`src/rtl/l4m_pkg.sv`:
```
// l4m_pkg: offsets, field positions, encodings, reset values and carrier types
// for the single access_control_entry matcher; shared by all design files.
package l4m_pkg;
    // register byte offsets (one aligned 32-bit word each)
    localparam logic [7:0] OFS_CTRL   = 8'h00;
    localparam logic [7:0] OFS_SPMODE = 8'h04;
    localparam logic [7:0] OFS_SPBND  = 8'h08;
    localparam logic [7:0] OFS_DPMODE = 8'h0c;
    localparam logic [7:0] OFS_DPBND  = 8'h10;
    localparam logic [7:0] OFS_FLAGS  = 8'h14;
    localparam logic [7:0] OFS_ETYPE  = 8'h18;
    localparam logic [7:0] OFS_STATUS = 8'h1c;
    localparam logic [7:0] OFS_HITS   = 8'h20;
    // field positions
    localparam int CTRL_EN   = 0;
    localparam int CTRL_FT   = 1;
    localparam int CTRL_PS   = 3;
    localparam int CTRL_ES   = 5;
    localparam int BND_LO    = 0;
    localparam int BND_HI    = 16;
    localparam int ST_HIT    = 0;
    localparam int ST_EBAD   = 1;
    localparam int ST_SPBAD  = 2;
    localparam int ST_DPBAD  = 3;
    localparam int ST_SEEN   = 4;
    localparam int F_FIN     = 0;
    localparam int F_SYN     = 1;
    localparam int F_RST     = 2;
    localparam int F_PSH     = 3;
    localparam int F_ACK     = 4;
    localparam int F_URG     = 5;
    localparam int NFLAGS    = 6;
    // port criterion modes
    localparam logic [1:0] PM_ANY   = 2'h0;
    localparam logic [1:0] PM_EXACT = 2'h1;
    localparam logic [1:0] PM_RANGE = 2'h2;
    // flag criterion settings, two bits per flag
    localparam logic [1:0] FC_CLEAR = 2'h0;
    localparam logic [1:0] FC_SET   = 2'h1;
    localparam logic [1:0] FC_ANY   = 2'h2;
    // frame type and protocol selections
    localparam logic [1:0] FT_ANY   = 2'h0;
    localparam logic [1:0] FT_ETYPE = 2'h1;
    localparam logic [1:0] FT_IPV4  = 2'h2;
    localparam logic [1:0] PS_ANY   = 2'h0;
    localparam logic [1:0] PS_TCP   = 2'h1;
    localparam logic [1:0] PS_UDP   = 2'h2;
    localparam logic [7:0] IP_TCP   = 8'h06;
    localparam logic [7:0] IP_UDP   = 8'h11;
    // ethertype limits and codes owned by other frame types, then the flag criteria reset value
    localparam logic [15:0] ET_MIN  = 16'h0600;
    localparam logic [15:0] ET_IPV4 = 16'h0800;
    localparam logic [15:0] ET_ARP  = 16'h0806;
    localparam logic [15:0] ET_IPV6 = 16'h86dd;
    localparam logic [11:0] FLAGS_RST = 12'haaa;

    typedef struct packed {
        logic [15:0] etype;
        logic        is_ipv4;
        logic [7:0]  ip_proto;
        logic [15:0] src_port;
        logic [15:0] dst_port;
        logic [5:0]  tcp_flags;
    } l4m_frame_t;

    typedef struct packed {
        logic        enable;
        logic [1:0]  ftype;
        logic [1:0]  proto;
        logic        etype_spec;
        logic [1:0]  sp_mode;
        logic [15:0] sp_lo;
        logic [15:0] sp_hi;
        logic [1:0]  dp_mode;
        logic [15:0] dp_lo;
        logic [15:0] dp_hi;
        logic [11:0] flags;
        logic [15:0] etype;
    } l4m_cfg_t;

    localparam l4m_cfg_t CFG_RST = '{enable: 1'b0, ftype: FT_ANY, proto: PS_ANY,
        etype_spec: 1'b0, sp_mode: PM_ANY, sp_lo: 16'h0000, sp_hi: 16'h0000,
        dp_mode: PM_ANY, dp_lo: 16'h0000, dp_hi: 16'h0000, flags: FLAGS_RST,
        etype: 16'h0000};

    // one flag against its three-way setting
    function automatic logic l4m_flag_ok(input logic [1:0] crit, input logic f);
        if (crit == FC_CLEAR) begin
            return !f;
        end
        if (crit == FC_SET) begin
            return f;
        end
        return 1'b1;
    endfunction : l4m_flag_ok
endpackage : l4m_pkg

```
`src/rtl/l4m_port_match.sv`:
```
// l4m_port_match: one transport port against a don't-care, exact or range test.
// assumes a purely combinational use inside the matcher.
`timescale 1ns/1ps
`default_nettype none
module l4m_port_match
    import l4m_pkg::*;
(
    // criterion
    input  wire logic [1:0]  mode_in,
    input  wire logic [15:0] lo_in,
    input  wire logic [15:0] hi_in,
    // frame field
    input  wire logic [15:0] port_in,
    // result
    output logic             match_out,
    output logic             bad_range_out
);
    // bounds compare unsigned and inclusive; reversed bounds never hit in range mode
    always_comb begin
        bad_range_out = (lo_in > hi_in);
        case (mode_in)
            PM_ANY:   match_out = 1'b1;
            PM_EXACT: match_out = (port_in == lo_in);
            PM_RANGE: match_out = !bad_range_out
                               && (port_in >= lo_in) && (port_in <= hi_in);
            default:  match_out = 1'b0; // reserved mode is a miss, safer than a hit
        endcase
    end
endmodule : l4m_port_match
`default_nettype wire

```
`src/rtl/l4m_flag_match.sv`:
```
// l4m_flag_match: the six tcp control flags against their three-way settings.
// assumes the caller decides whether the frame is tcp at all.
`timescale 1ns/1ps
`default_nettype none
module l4m_flag_match
    import l4m_pkg::*;
(
    // criteria, two bits per flag
    input  wire logic [11:0] crit_in,
    // frame flags
    input  wire logic [5:0]  flags_in,
    // result
    output logic             match_out,
    output logic             active_out
);
    // every flag must agree; active when any setting is not don't-care
    always_comb begin
        match_out  = 1'b1;
        active_out = 1'b0;
        for (int i = 0; i < NFLAGS; i++) begin
            match_out  = match_out & l4m_flag_ok(crit_in[2*i +: 2], flags_in[i]);
            // codes 2 and 3 both mean don't-care, so only clear and set arm the test
            active_out = active_out | (crit_in[2*i +: 2] == FC_CLEAR)
                                    | (crit_in[2*i +: 2] == FC_SET);
        end
    end
endmodule : l4m_flag_match
`default_nettype wire

```
`src/rtl/l4m_entry_matcher.sv`:
```
// l4m_entry_matcher: decides whether each received frame hits one access_control_entry.
// assumes the receive parser presents one parsed frame per frame_valid_in cycle on this
// clock, and software writes the criteria over a plain one-cycle register port.
`timescale 1ns/1ps
`default_nettype none
module l4m_entry_matcher
    import l4m_pkg::*;
(
    // clock and reset
    input  wire logic        core_clk_in,
    input  wire logic        rst_in,
    // register port
    input  wire logic [7:0]  addr_in,
    input  wire logic [31:0] wdata_in,
    input  wire logic        wr_in,
    input  wire logic        rd_in,
    output logic [31:0]      rdata_out,
    // parsed frame from the receive path
    input  wire logic        frame_valid_in,
    input  wire l4m_frame_t  frame_in,
    // decision, one cycle after the frame
    output logic             hit_valid_out,
    output logic             hit_out
);
    l4m_cfg_t    cfg;
    logic [31:0] hit_count;
    logic        seen;
    logic        sp_match;
    logic        sp_bad;
    logic        dp_match;
    logic        dp_bad;
    logic        fl_match;
    logic        fl_active;
    logic        is_tcp;
    logic        is_udp;
    logic        l4_ok;
    logic        etype_bad;
    logic        sp_ok;
    logic        dp_ok;
    logic        fl_ok;
    logic        type_ok;
    logic        proto_ok;
    logic        next_hit;
    logic [31:0] next_rdata;

    // source and destination port tests
    l4m_port_match u_src (
        .mode_in       (cfg.sp_mode),
        .lo_in         (cfg.sp_lo),
        .hi_in         (cfg.sp_hi),
        .port_in       (frame_in.src_port),
        .match_out     (sp_match),
        .bad_range_out (sp_bad)
    );

    l4m_port_match u_dst (
        .mode_in       (cfg.dp_mode),
        .lo_in         (cfg.dp_lo),
        .hi_in         (cfg.dp_hi),
        .port_in       (frame_in.dst_port),
        .match_out     (dp_match),
        .bad_range_out (dp_bad)
    );

    // tcp control flag tests
    l4m_flag_match u_flags (
        .crit_in    (cfg.flags),
        .flags_in   (frame_in.tcp_flags),
        .match_out  (fl_match),
        .active_out (fl_active)
    );

    // transport classification of the incoming frame
    assign is_tcp = frame_in.is_ipv4 && (frame_in.ip_proto == IP_TCP);
    assign is_udp = frame_in.is_ipv4 && (frame_in.ip_proto == IP_UDP);
    assign l4_ok  = is_tcp || is_udp;

    // an out-of-span or reserved ethertype can never hit
    assign etype_bad = (cfg.etype < ET_MIN) || (cfg.etype == ET_IPV4)
                    || (cfg.etype == ET_ARP) || (cfg.etype == ET_IPV6);

    // port tests count only on ipv4 tcp or udp frames
    assign sp_ok = (cfg.sp_mode == PM_ANY) || (l4_ok && sp_match);
    assign dp_ok = (cfg.dp_mode == PM_ANY) || (l4_ok && dp_match);
    // flag tests only see tcp frames
    assign fl_ok = !fl_active || (is_tcp && fl_match);

    // frame type selection; the ethertype compare sits only in its own class
    always_comb begin
        case (cfg.ftype)
            FT_ANY:   type_ok = 1'b1;
            FT_ETYPE: type_ok = !cfg.etype_spec
                             || (!etype_bad && frame_in.etype == cfg.etype);
            FT_IPV4:  type_ok = frame_in.is_ipv4;
            default:  type_ok = 1'b0;
        endcase
    end

    // protocol selection
    always_comb begin
        case (cfg.proto)
            PS_ANY:  proto_ok = 1'b1;
            PS_TCP:  proto_ok = is_tcp;
            PS_UDP:  proto_ok = is_udp;
            default: proto_ok = 1'b0;
        endcase
    end

    // all criteria at once; a disabled entry never hits
    assign next_hit = cfg.enable && sp_ok && dp_ok && fl_ok
                   && type_ok && proto_ok;

    // decision register; one frame in, one answer out a cycle later
    always_ff @(posedge core_clk_in or posedge rst_in) begin
        if (rst_in) begin
            hit_valid_out <= 1'b0;
            hit_out       <= 1'b0;
        end else begin
            hit_valid_out <= frame_valid_in;
            hit_out       <= frame_valid_in && next_hit;
        end
    end

    // status: seen stays set once any frame was judged
    always_ff @(posedge core_clk_in or posedge rst_in) begin
        if (rst_in) begin
            seen <= 1'b0;
        end else if (hit_valid_out) begin
            seen <= 1'b1;
        end
    end

    // hit counter; a hit in the clearing cycle is kept by restarting at one
    always_ff @(posedge core_clk_in or posedge rst_in) begin
        if (rst_in) begin
            hit_count <= 32'h0000_0000;
        end else if (wr_in && addr_in == OFS_HITS) begin
            hit_count <= {31'h0000_0000, hit_valid_out & hit_out};
        end else if (hit_valid_out && hit_out) begin
            hit_count <= hit_count + 32'h0000_0001;
        end
    end

    // configuration writes
    always_ff @(posedge core_clk_in or posedge rst_in) begin
        if (rst_in) begin
            cfg <= CFG_RST;
        end else if (wr_in) begin
            case (addr_in)
                OFS_CTRL: begin
                    cfg.enable     <= wdata_in[CTRL_EN];
                    cfg.ftype      <= wdata_in[CTRL_FT +: 2];
                    cfg.proto      <= wdata_in[CTRL_PS +: 2];
                    cfg.etype_spec <= wdata_in[CTRL_ES];
                end
                OFS_SPMODE: cfg.sp_mode <= wdata_in[1:0];
                OFS_SPBND: begin
                    cfg.sp_lo <= wdata_in[BND_LO +: 16];
                    cfg.sp_hi <= wdata_in[BND_HI +: 16];
                end
                OFS_DPMODE: cfg.dp_mode <= wdata_in[1:0];
                OFS_DPBND: begin
                    cfg.dp_lo <= wdata_in[BND_LO +: 16];
                    cfg.dp_hi <= wdata_in[BND_HI +: 16];
                end
                OFS_FLAGS: cfg.flags <= wdata_in[11:0];
                OFS_ETYPE: cfg.etype <= wdata_in[15:0];
                default: ;
            endcase
        end
    end

    // read mux; unmapped offsets read zero
    always_comb begin
        next_rdata = 32'h0000_0000;
        case (addr_in)
            OFS_CTRL: begin
                next_rdata[CTRL_EN]      = cfg.enable;
                next_rdata[CTRL_FT +: 2] = cfg.ftype;
                next_rdata[CTRL_PS +: 2] = cfg.proto;
                next_rdata[CTRL_ES]      = cfg.etype_spec;
            end
            OFS_SPMODE: next_rdata[1:0] = cfg.sp_mode;
            OFS_SPBND:  next_rdata = {cfg.sp_hi, cfg.sp_lo};
            OFS_DPMODE: next_rdata[1:0] = cfg.dp_mode;
            OFS_DPBND:  next_rdata = {cfg.dp_hi, cfg.dp_lo};
            OFS_FLAGS:  next_rdata[11:0] = cfg.flags;
            OFS_ETYPE:  next_rdata[15:0] = cfg.etype;
            OFS_STATUS: begin
                next_rdata[ST_HIT]   = hit_out;
                next_rdata[ST_EBAD]  = etype_bad;
                next_rdata[ST_SPBAD] = sp_bad;
                next_rdata[ST_DPBAD] = dp_bad;
                next_rdata[ST_SEEN]  = seen;
            end
            OFS_HITS:   next_rdata = hit_count;
            default:    next_rdata = 32'h0000_0000;
        endcase
    end

    // read data stands only in the cycle after the strobe, zero elsewhere
    always_ff @(posedge core_clk_in or posedge rst_in) begin
        if (rst_in) begin
            rdata_out <= 32'h0000_0000;
        end else begin
            rdata_out <= rd_in ? next_rdata : 32'h0000_0000;
        end
    end
endmodule : l4m_entry_matcher
`default_nettype wire

```
`config.mk`:
```
export PLATFORM = sky130hd
export DESIGN_NAME = l4m_entry_matcher
export DESIGN_NICKNAME = d
export VERILOG_FILES = /design/src/rtl/l4m_pkg.sv /design/src/rtl/l4m_port_match.sv /design/src/rtl/l4m_flag_match.sv /design/src/rtl/l4m_entry_matcher.sv
export SDC_FILE = /design/constraint.sdc
export NUM_CORES = 1
export LEC_CHECK = 0
export BUFFER_PORTS_ARGS = -buffer_cell sky130_fd_sc_hd__buf_2
export CORE_MARGIN = 2
export CORE_UTILIZATION = 59
export CTS_CLUSTER_SIZE = 8
export DETAILED_ROUTE_END_ITERATION = 8
export PLACE_DENSITY = 0.85
export SYNTH_ARGS = -nofsm -noshare
export SYNTH_HDL_FRONTEND = slang
export SYNTH_HIERARCHICAL = 1
export SYNTH_SLANG_ARGS = --single-unit
```
`constraint.sdc`:
```
create_clock -name core_clk_in -period 6.4 [get_ports core_clk_in]
set_clock_uncertainty 0.2 [all_clocks]
set_input_delay 0.32 -clock core_clk_in [delete_from_list [all_inputs] [get_ports core_clk_in]]
set_output_delay 0.32 -clock core_clk_in [all_outputs]
set_load 0.1 [all_outputs]
```
**Word-level counts from Yosys, hierarchy flattened**

Cells that the tools add are included.

- Flip-flop bits (word level): 169
- Output and inout port bits: 34
- Logic and storage cells: 183
- Bits of input ports: 108

- $lt $le $gt $ge: 7
- Bitwise operators: 17
- Add/sub/neg operators: 1
- Reductions and logical operators: 56
- Equal/unequal tests: 30
- Muxes and demuxes: 55

Operators by type and width:

| kind | number |
|---|---|
| $mux W32 | 3 |
| $eq A16 B16 Y1 | 3 |
| $pmux W16 S3 | 1 |
| $mux W1 | 42 |
| $eq A8 B5 Y1 const B | 5 |
| $add A32 B1 Y32 const B | 1 |
| $eq A16 B12 Y1 const B | 2 |
| $ge A16 B16 Y1 | 2 |
| $gt A16 B16 Y1 | 2 |
| $le A16 B16 Y1 | 2 |
| $pmux W6 S5 | 1 |
| $pmux W3 S7 | 1 |
| $eq A2 B1 Y1 const B | 10 |
| $logic_not A2 Y1 | 10 |
| $logic_and A1 B1 Y1 | 18 |
| $pmux W2 S9 | 1 |
| $eq A16 B16 Y1 const B | 1 |
| $eq A8 B3 Y1 const B | 2 |
| $eq A8 B4 Y1 const B | 2 |
| $lt A16 B11 Y1 const B | 1 |
| $pmux W4 S4 | 1 |
| $reduce_and A2 Y1 | 7 |
| $pmux W1 S3 | 4 |
| $logic_not A1 Y1 | 11 |
| 8 further kinds | 33 |

**Depth between registers and ports, before layout**

Gate-level depths: netlist (run 1).

- Depth in word-level cells: 18
- Mapped depth: 11
- Mapped depth without buffers: 11

**Modules after synthesis**

The synthesis (run 1) kept the hierarchy.

By module, submodules not included:

| module | area each (um2) | seq. area each (um2) | cells an instance | times used |
|---|---|---|---|---|
| l4m_entry_matcher | 7995.2 | 4236.6 | 655 | 1 |
| l4m_port_match | 1184.9 | 0.0 | 156 | 2 |
| l4m_flag_match | 95.1 | 0.0 | 12 | 1 |

**Least setup slack after synthesis (run 1)**

Ideal clock, no wire load.

- Path kind: reg-to-reg
- From: register hit_out
- To: register hit_count[31]
- Arrival time: 2.050 ns
- Data required time: 6.079 ns
- Slack: 4.028 ns
- Library setup time: 0.121 ns
- Stages on the path, launching flop included: 7
- Clock period less this slack: 2.372 ns
- Buffers on the path: 1
- Path through: dfrtp_1 > and2_1 > a41oi_2 > buf_2 > nor4_1 > xnor2_1 > nor2_1

- Cells in the longest elaborated chain, start to end: 2

RTL lines:

| item | line | RTL |
|---|---|---|
| start, declared | l4m_entry_matcher.sv:23 | `output logic hit_out` |
| start signal, assigned | l4m_entry_matcher.sv:120 | `hit_out <= frame_valid_in && next_hit;` |
| $logic_and A1 B1 Y1 | l4m_entry_matcher.sv:139 | `end else if (hit_valid_out && hit_out) begin` |
| $reduce_bool A2 Y1 (no source line) | - |  |
| end signal, assigned | l4m_entry_matcher.sv:138 | `hit_count <= {31'h0000_0000, hit_valid_out & hit_out};` |
| end signal, assigned | l4m_entry_matcher.sv:140 | `hit_count <= hit_count + 32'h0000_0001;` |
| end, declared | l4m_entry_matcher.sv:26 | `logic [31:0] hit_count;` |

Every way passes these cells.
A chain may end at the register's enable or synchronous reset.

**Worst setup path in the final report (run 1)**

- From: input addr_in[7]
- To: register cfg[89] in the netlist's numbering

- Cells in the longest elaborated chain, start to end: 2

RTL lines:

| item | line | RTL |
|---|---|---|
| start, declared | l4m_entry_matcher.sv:13 | `input wire logic [7:0] addr_in,` |
| $eq A8 B4 Y1 | l4m_entry_matcher.sv:149 | `case (addr_in)` |
| $reduce_and A2 Y1 (no source line) | - |  |
| end, declared | l4m_entry_matcher.sv:25 | `l4m_cfg_t cfg;` |

Every way passes these cells.

==> results of run 1 <==
power breakdown:
| part | switching (mW) | internal [mW] |
|---|---|---|
| clock network | 0.441 | 0.530 |
| logic | 0.217 | 0.174 |
| registers | 0.0613 | 1.11 |
| total | 0.719 | 1.81 |
cell usage in the layout (no fill, tap or decap), types with 7 or more instances in the layout:
cell	Yosys	final
inv_1	70	69
mux2i_1	11	11
o21ai_0	19	19
nand3_1	34	34
clkbuf_16	0	17
buf_2	17	141
mux2_2	92	92
ha_1	97	97
a222oi_1	16	16
nor2_1	63	63
a21oi_1	61	61
nand2_1	55	55
dfrtp_1	163	163
dlygate4sd3_1	0	22
mux2_4	11	11
xnor2_1	43	43
a221oi_1	7	7
nand4_1	25	25
o211ai_1	7	7
nor4_1	13	13
a22oi_1	12	12
and4_1	7	7
xor2_1	11	11
final cells by class:
class | count | area [µm²] | area share
multi-input combinational | 704 | 5760 | 0.478
sequential | 169 | 4240 | 0.352
timing repair buffer | 166 | 948 | 0.0787
clock buffer | 20 | 467 | 0.0387
tap | 225 | 282 | 0.0234
inverter | 70 | 268 | 0.0222
clock inverter | 12 | 86.3 | 0.00716
layer usage:
metal  share of wire  global-route usage  routed length, µm
met5               0                   0                  0
met4           0.054               0.186               1650
met3           0.092              0.0770               2790
met2            0.47               0.554              14400
met1            0.38               0.407              11600
cells in the mapped netlist (all sizes together) (5+ instances only):
cell and instances:
dfrtp 163, mux2 105, ha 97, inv 70
nor2 65, a21oi 61, nand2 59, xnor2 43
nand3 34, nand4 29, buf 26, o21ai 19
a222oi 16, nor4 16, a22oi 14, nor3 12
mux2i 11, xor2 11, clkbuf 10, a221oi 7
and4 7, o211ai 7, dfstp 6, nor2b 6
a211oi 5, a21boi 5, and3 5, nor4b 5
o31ai 5
timing repair:
action	in CTS	in global routing
endpoints found under the setup margin	0	0
endpoints found under the hold margin	141	0
hold buffers	22	0
through the flow:
step	area, µm²	total power, mW	cells
after global routing	12100	2.62	1366
final	12100	2.53	1366
after floorplan	10500	1.42	979
after global placement	11300	1.53	1312
after CTS	12100	2.53	1366
after detailed placement	11300	1.55	1312
critical path, cell delays in order:
cell and delay (ns):
buf_2 0.13, nor2_1 0.35, nand4b_1 0.37, nor2_4 0.65
nand2_2 0.66, mux2_1 0.52
final timing paths:
path                                  start       endpoint  slack, ns  depth (start not counted)
min in group asynchronous            rst_in  hit_count[12]       0.40                          3
worst max register to register      cfg[76]        hit_out       3.59                         10
worst min register to register         seen           seen       0.28                          1
worst min-delay path            wdata_in[3]         cfg[3]       0.03                          2
worst max-delay path             addr_in[7]        cfg[89]       3.51                          6
max in group asynchronous            rst_in        cfg[58]       4.24                          4
sequential cells by signal (all words and copies together), names as in the netlist:
signal,count
cfg,102
hit_count,32
rdata_out,32
seen,1
hit_valid_out,1
hit_out,1
logic make-up (layout without fill, tap and decap cells):
family          after synthesis  after routing  synth area share
buf+inv                     106            268            0.0440
compound gates              170            170             0.112
flops                       169            169             0.405
mux                         117            117             0.130
simple gates                266            266             0.148
xor+xnor                     54             54            0.0452
fa+ha+maj                    97             97             0.116
==> impl_results.md, run 1 <==
* Fin Hold WS at 0.0265 ns
* Iter 0 DRT Violations at 941
* Worst Setup Start Kind: input port
* Global-route wire length before repair at 47300 µm
* FF+latch count, synth at 169
* Synthesis Warnings at 6
* Yosys cell types at 73
* Largest area contributor in the netlist: dfrtp_1
* Syn Nets at 1184
* Main synth FF type: dfrtp_1
* CP required at 6.51 ns
* CTS buffer count at 17
* Clock latency at the later pin of the worst-skew pair at 0.43 ns
* Pwr Density at 210 nW/µm²
* Via Count at 8839
* ANT nets after route at 0
* Post-Place Setup Slack at 3.20 ns
* Clk sinks at 169
* Max Fclk at 346 MHz
* Number of synthesized flops with an enable pin at 0
* Worst hold path class: input port to flop
* Core Util, Final at 0.697
* # H-tree levels at 4
* Die span in y at 137 µm
* Total global-route track usage at 0.336
* Largest fanout on the critical path at 32
* Cts repair resizes at 0
* Cell Area, Synth at 10500 µm²
* DR WL/cell at 22.3 µm
* FP Rows at 48
* Clk root buf: clkbuf_16
* Max VDD drop at 0.195 mV
* Total Nets Final at 1333
* Post-CTS setup buffer count at 0
* Ys async rst share at 1.00
* Worst Setup Path Type: input port to flop
* Largest net degree at the start of global routing at 104
* Tightest Pin Transition at 1.15 ns
* Grt total ovfl at 0
* Setup_tns at 0 ns
* Core Area at 17300 µm²
* Static Leak at 5.43 nW
* I/O pin count at 142
* Synth Instances at 979
* Hpwl dp at 22900 µm
* Drt pass-1 iters at 9
* Setup crit end kind: flop
* Area delta synth->final at 15.2%
* Register area share after synthesis at 0.405
* Setup violators final at 0
* Final slew viol count at 0
* RSZ-0062 raised after global routing: false
* Reg clk slew, reported paths at 0.07 ns
* PortBufs at 141
* Dominant cells by area after synthesis: dfrtp_1 (39%), ha_1 (12%), mux2_2 (9.9%)
* Final Wtd Congestion at 0.960
* Layout cells sized above 1 at 0.285
* Initial antenna violation count at 0
* CTS tree: built
* Minimum clock period at 2.89 ns
* DIE AREA at 18800 µm²
* Diodes inserted at 0
* Outcome: finished, final reports clean
* Area share of the largest cell type after synthesis at 0.390
* Slew Limit Headroom at 0.233
* Post-route setup slack at 3.51 ns
* Fill cells at 1283
* CP arrival at 3.00 ns
* Final WL at 30400 µm
* Max-cap violations at 0
* CTS max path bufs at 2
* Final worst-path cycle share at 0.451
* Drt drc at 0
* Vias in the first global route at 8838
* Syn avg cell area at 10.7 µm²
* Die Wd at 137 µm
* Final Hold Vio Count at 0
* Initial Utilization at 0.605
* DR vias/cell at 6.47
Note: power is estimated with default switching activity, not from simulation.
==> inputs of run 2 (changes only) <==
ABC_AREA = 1   (was unset)
CORE_UTILIZATION = 54   (was 59)
PLACE_DENSITY = 0.82   (was 0.85)
clock period = 2.4 ns   (was 6.4 ns; I/O delays follow)
==> run 2 against run 1 <==
The run now ends with DRC left. Clock power grew to 3.0 times the previous value. Final area grew 9.6%. Die area grew 17%. Sequential share of layout area shrank 3.1 points. Wire length grew 18%. Cell count grew 48%. Synthesized cell count grew 61%. Critical path depth grew 11. Core utilization shrank 4.8 points. First-iteration DRC count grew 45%. Sequential power grew to 2.6 times the previous value. Largest cell class unchanged.
==> impl_results.md, run 2 <==
* Outcome: finished, violations left
* Failing checks: DRC
* Yosys cell types at 39 (-47%)
* Fin Hold WS at 0.0195 ns (-0.00695 ns)
* Drt drc at 1 (+1)
* Design area at 13200 µm² (+9.6%)
* Comb power frac at 0.157 (+0.002)
* Clk root buf: clkbuf_16
* DP Area at 12200 µm² (+8.6%)
* Tightest Pin Transition at 0.657 ns (-0.494 ns)
* Global-route wire length before repair at 56500 µm (+19%)
* Core Area at 20400 µm² (+18%)
* I/O pin count at 142 (unchanged)
* Minimum clock period at 2.23 ns
* Final worst-path cycle share at 0.930
* Clk network pwr share at 0.409 (+0.026)
* Ys async rst share at 1.00 (unchanged)
* Largest net degree at the start of global routing at 66 (-37%)
* Setup crit end kind: flop
* Reg clk slew, reported paths at 0.08 ns (about the same)
* FP Rows at 52 (+8.3%)
* CP max stage delay at 0.40 ns (-0.26 ns)
* # H-tree levels at 4 (unchanged)
* Diodes inserted at 0 (unchanged)
* Setup violators final at 0 (unchanged)
* Commonest non-fill, non-tap cells in the layout: nand2_1 (515), inv_1 (217), dfrtp_1 (163)
* DR vias/cell at 5.61 (-13%)
* CP most frequent cell: nand2_1
* Area delta synth->final at 17.2%
* CP required at 2.58 ns (-3.93 ns)
* Commonest non-fill, non-tap cell in the layout: nand2_1
* Switching Power at 2.17 mW (+200%)
* CTS max path bufs at 2 (unchanged)
* Slew Limit Headroom at 0.561 (+0.329)
* Die span in y at 148 µm (+8.2%)
* Pwr Density at 535 nW/µm² (+150%)
* Int Power at 4.89 mW (+170%)
* Syn avg cell area at 7.16 µm² (-33%)
* ANT nets after route at 0 (unchanged)
* CTS tree: built
* Main synth FF type: dfrtp_1
* Register area share after synthesis at 0.376 (-0.0291)
* Top cell family by delay on the critical path: simple AND/OR/NAND/NOR gates
* CTS buffer count at 17 (unchanged)
* Worst Setup Path Type: flop to flop
* RSZ-0062 raised after global routing: false
* Synth Instances at 1575 (+61%)
* Clk sinks at 169 (unchanged)
* Top flop regs: cfg x102, hit_count x32, rdata_out x32
* CP max-delay cell: dfrtp_1
* Grt total ovfl at 0 (unchanged)
* Initial Utilization at 0.553 (-0.0514)
* DR WL/cell at 17.7 µm (-20%)
* Max Fclk at 448 MHz
* Final WL at 36000 µm (+18%)
* Hpwl dp at 27100 µm (+18%)
* Max-cap violations at 0 (unchanged)
* Flop pwr share at 0.434 (-0.028)
* Switching Fraction at 0.308 (+0.0235)
* Syn Nets at 1780 (+50%)
* Largest register FFs at 102 (unchanged)
* Top post-synthesis cells by count: nand2_1 (515), inv_1 (219), dfrtp_1 (163)
* Cell Area, Synth at 11300 µm² (+7.7%)
* DIE AREA at 22000 µm² (+17%)
* Worst path buffer plus inverter count at 3 (+2)
* Final slew viol count at 0 (unchanged)
* Vias in the first global route at 10800 (+22%)
* Static Leak at 6.70 nW (+24%)
* Clock latency at the later pin of the worst-skew pair at 0.45 ns (+0.02 ns)
* Area share of the largest cell type after synthesis at 0.362 (-0.0280)
* Drt pass-1 iters at 9 (unchanged)
* Final Wtd Congestion at 1.06 (+11%)
* Final Hold Vio Count at 0 (unchanged)
* Initial antenna violation count at 0 (unchanged)
* Worst Setup Start Kind: flop
* Max VDD drop at 0.528 mV (+170%)
* Total Nets Final at 1950 (+46%)
* PortBufs at 141 (unchanged)
* CP arrival at 2.42 ns (-0.58 ns)
* Total global-route track usage at 0.332 (-0.00389)
* Worst-path cell chain: inv_1 > ha_1 > nand2_1 > inv_1 > o21ai_0 > a21oi_1 > nor2_1 > nand2_1 > nand2_1 > nand3_1 > nand2_1 > nand2_1 > nand2_1 > nand2_1 > nor2_1 > nand2_1 > inv_1
* Layout cells sized above 1 at 0.139 (-0.145)
* Top reg by flops: cfg
* Reg2Reg Setup Slack at 0.17 ns (-3.42 ns)
* FF+latch count, synth at 169 (unchanged)
* Iter 0 DRT Violations at 1361 (+45%)
* Number of synthesized flops with an enable pin at 0 (unchanged)
* Worst hold path class: input port to flop
* Die Wd at 148 µm (+8.2%)
* Most frequent cell after synthesis: nand2_1
* Largest fanout on the critical path at 3 (-91%)
* Synthesis Warnings at 6 (unchanged)
* Dominant cells by area after synthesis: dfrtp_1 (36%), nand2_1 (17%), ha_1 (11%)
* Via Count at 11400 (+29%)
* Largest area contributor in the netlist: dfrtp_1
[run 2: cells by family after synthesis]
logic type      synth area share
compound gates             0.120
xor+xnor                 0.00933
fa+ha+maj                  0.108
buf+inv                   0.0963
flops                      0.376
simple gates               0.291
[run 2: routing by layer]
metal | vias up | GRT usage | part of all wire
li1 | 5372 | - | -
met1 | 5263 | 0.438 | 0.40
met2 | 614 | 0.531 | 0.45
met3 | 124 | 0.0546 | 0.091
met4 | 0 | 0.168 | 0.054
met5 | - | 0 | 0
[run 2: area by class of cell]
| class | count | area [µm²] |
|---|---|---|
| Tap cell | 270 | 338 |
| Clock buffer | 18 | 439 |
| Inverter | 231 | 881 |
| Sequential cell | 169 | 4240 |
| Clock inverter | 14 | 170 |
| Multi-Input combinational cell | 1138 | 5950 |
| Timing Repair Buffer | 188 | 1200 |
| Fill cell | 1710 | 7160 |
[run 2: timing repair]
action,in CTS,in global routing
buffers inserted,0,0
hold buffers,35,0
gates resized for setup,0,1
endpoints found under the setup margin,0,1
endpoints found under the hold margin,275,0
[run 2: through the flow]
step                 util  setup slack [ns]  cells  total power, mW  setup TNS (ns)
floorplan               -           -0.0698   1575             3.75          -11.38
global placement    0.601             0.284   1961             4.10               0
detailed placement  0.601             0.252   1961             4.14               0
CTS                 0.649             0.203   2028             7.03               0
global route        0.649           0.00245   2028             7.33               0
finish              0.649             0.167   2028             7.06               0
[run 2: final timing paths]
path / cells after the start / endpoint / startpoint
setup reg to reg: 17 / hit_out / cfg[37]
max in group asynchronous: 4 / cfg[21] / rst_in
setup / recovery: 17 / hit_out / cfg[37]
min in group asynchronous: 3 / rdata_out[12] / rst_in
hold reg to reg: 1 / hit_count[7] / hit_count[7]
hold / removal: 3 / cfg[95] / wr_in
[run 2: power groups by stage]
stage	registers, mW	clock network, mW	logic [mW]
6_report	3.06	2.89	1.11
2_1_floorplan	3.08	0	0.672
3_3_place_gp	3.11	0	0.988
5_1_grt	3.07	3.02	1.24
3_5_place_dp	3.11	0	1.03
4_1_cts	3.06	2.89	1.08
[run 2: worst reg2reg max path, delay by kind of cell (launching register included)]
kind	cells	cell delay [ns]
and+or+nand+nor	11	0.82
DFF	1	0.40
adders and majority gates	1	0.27
buffers and inverters	3	0.24
AOI/OAI and AO/OA	2	0.22
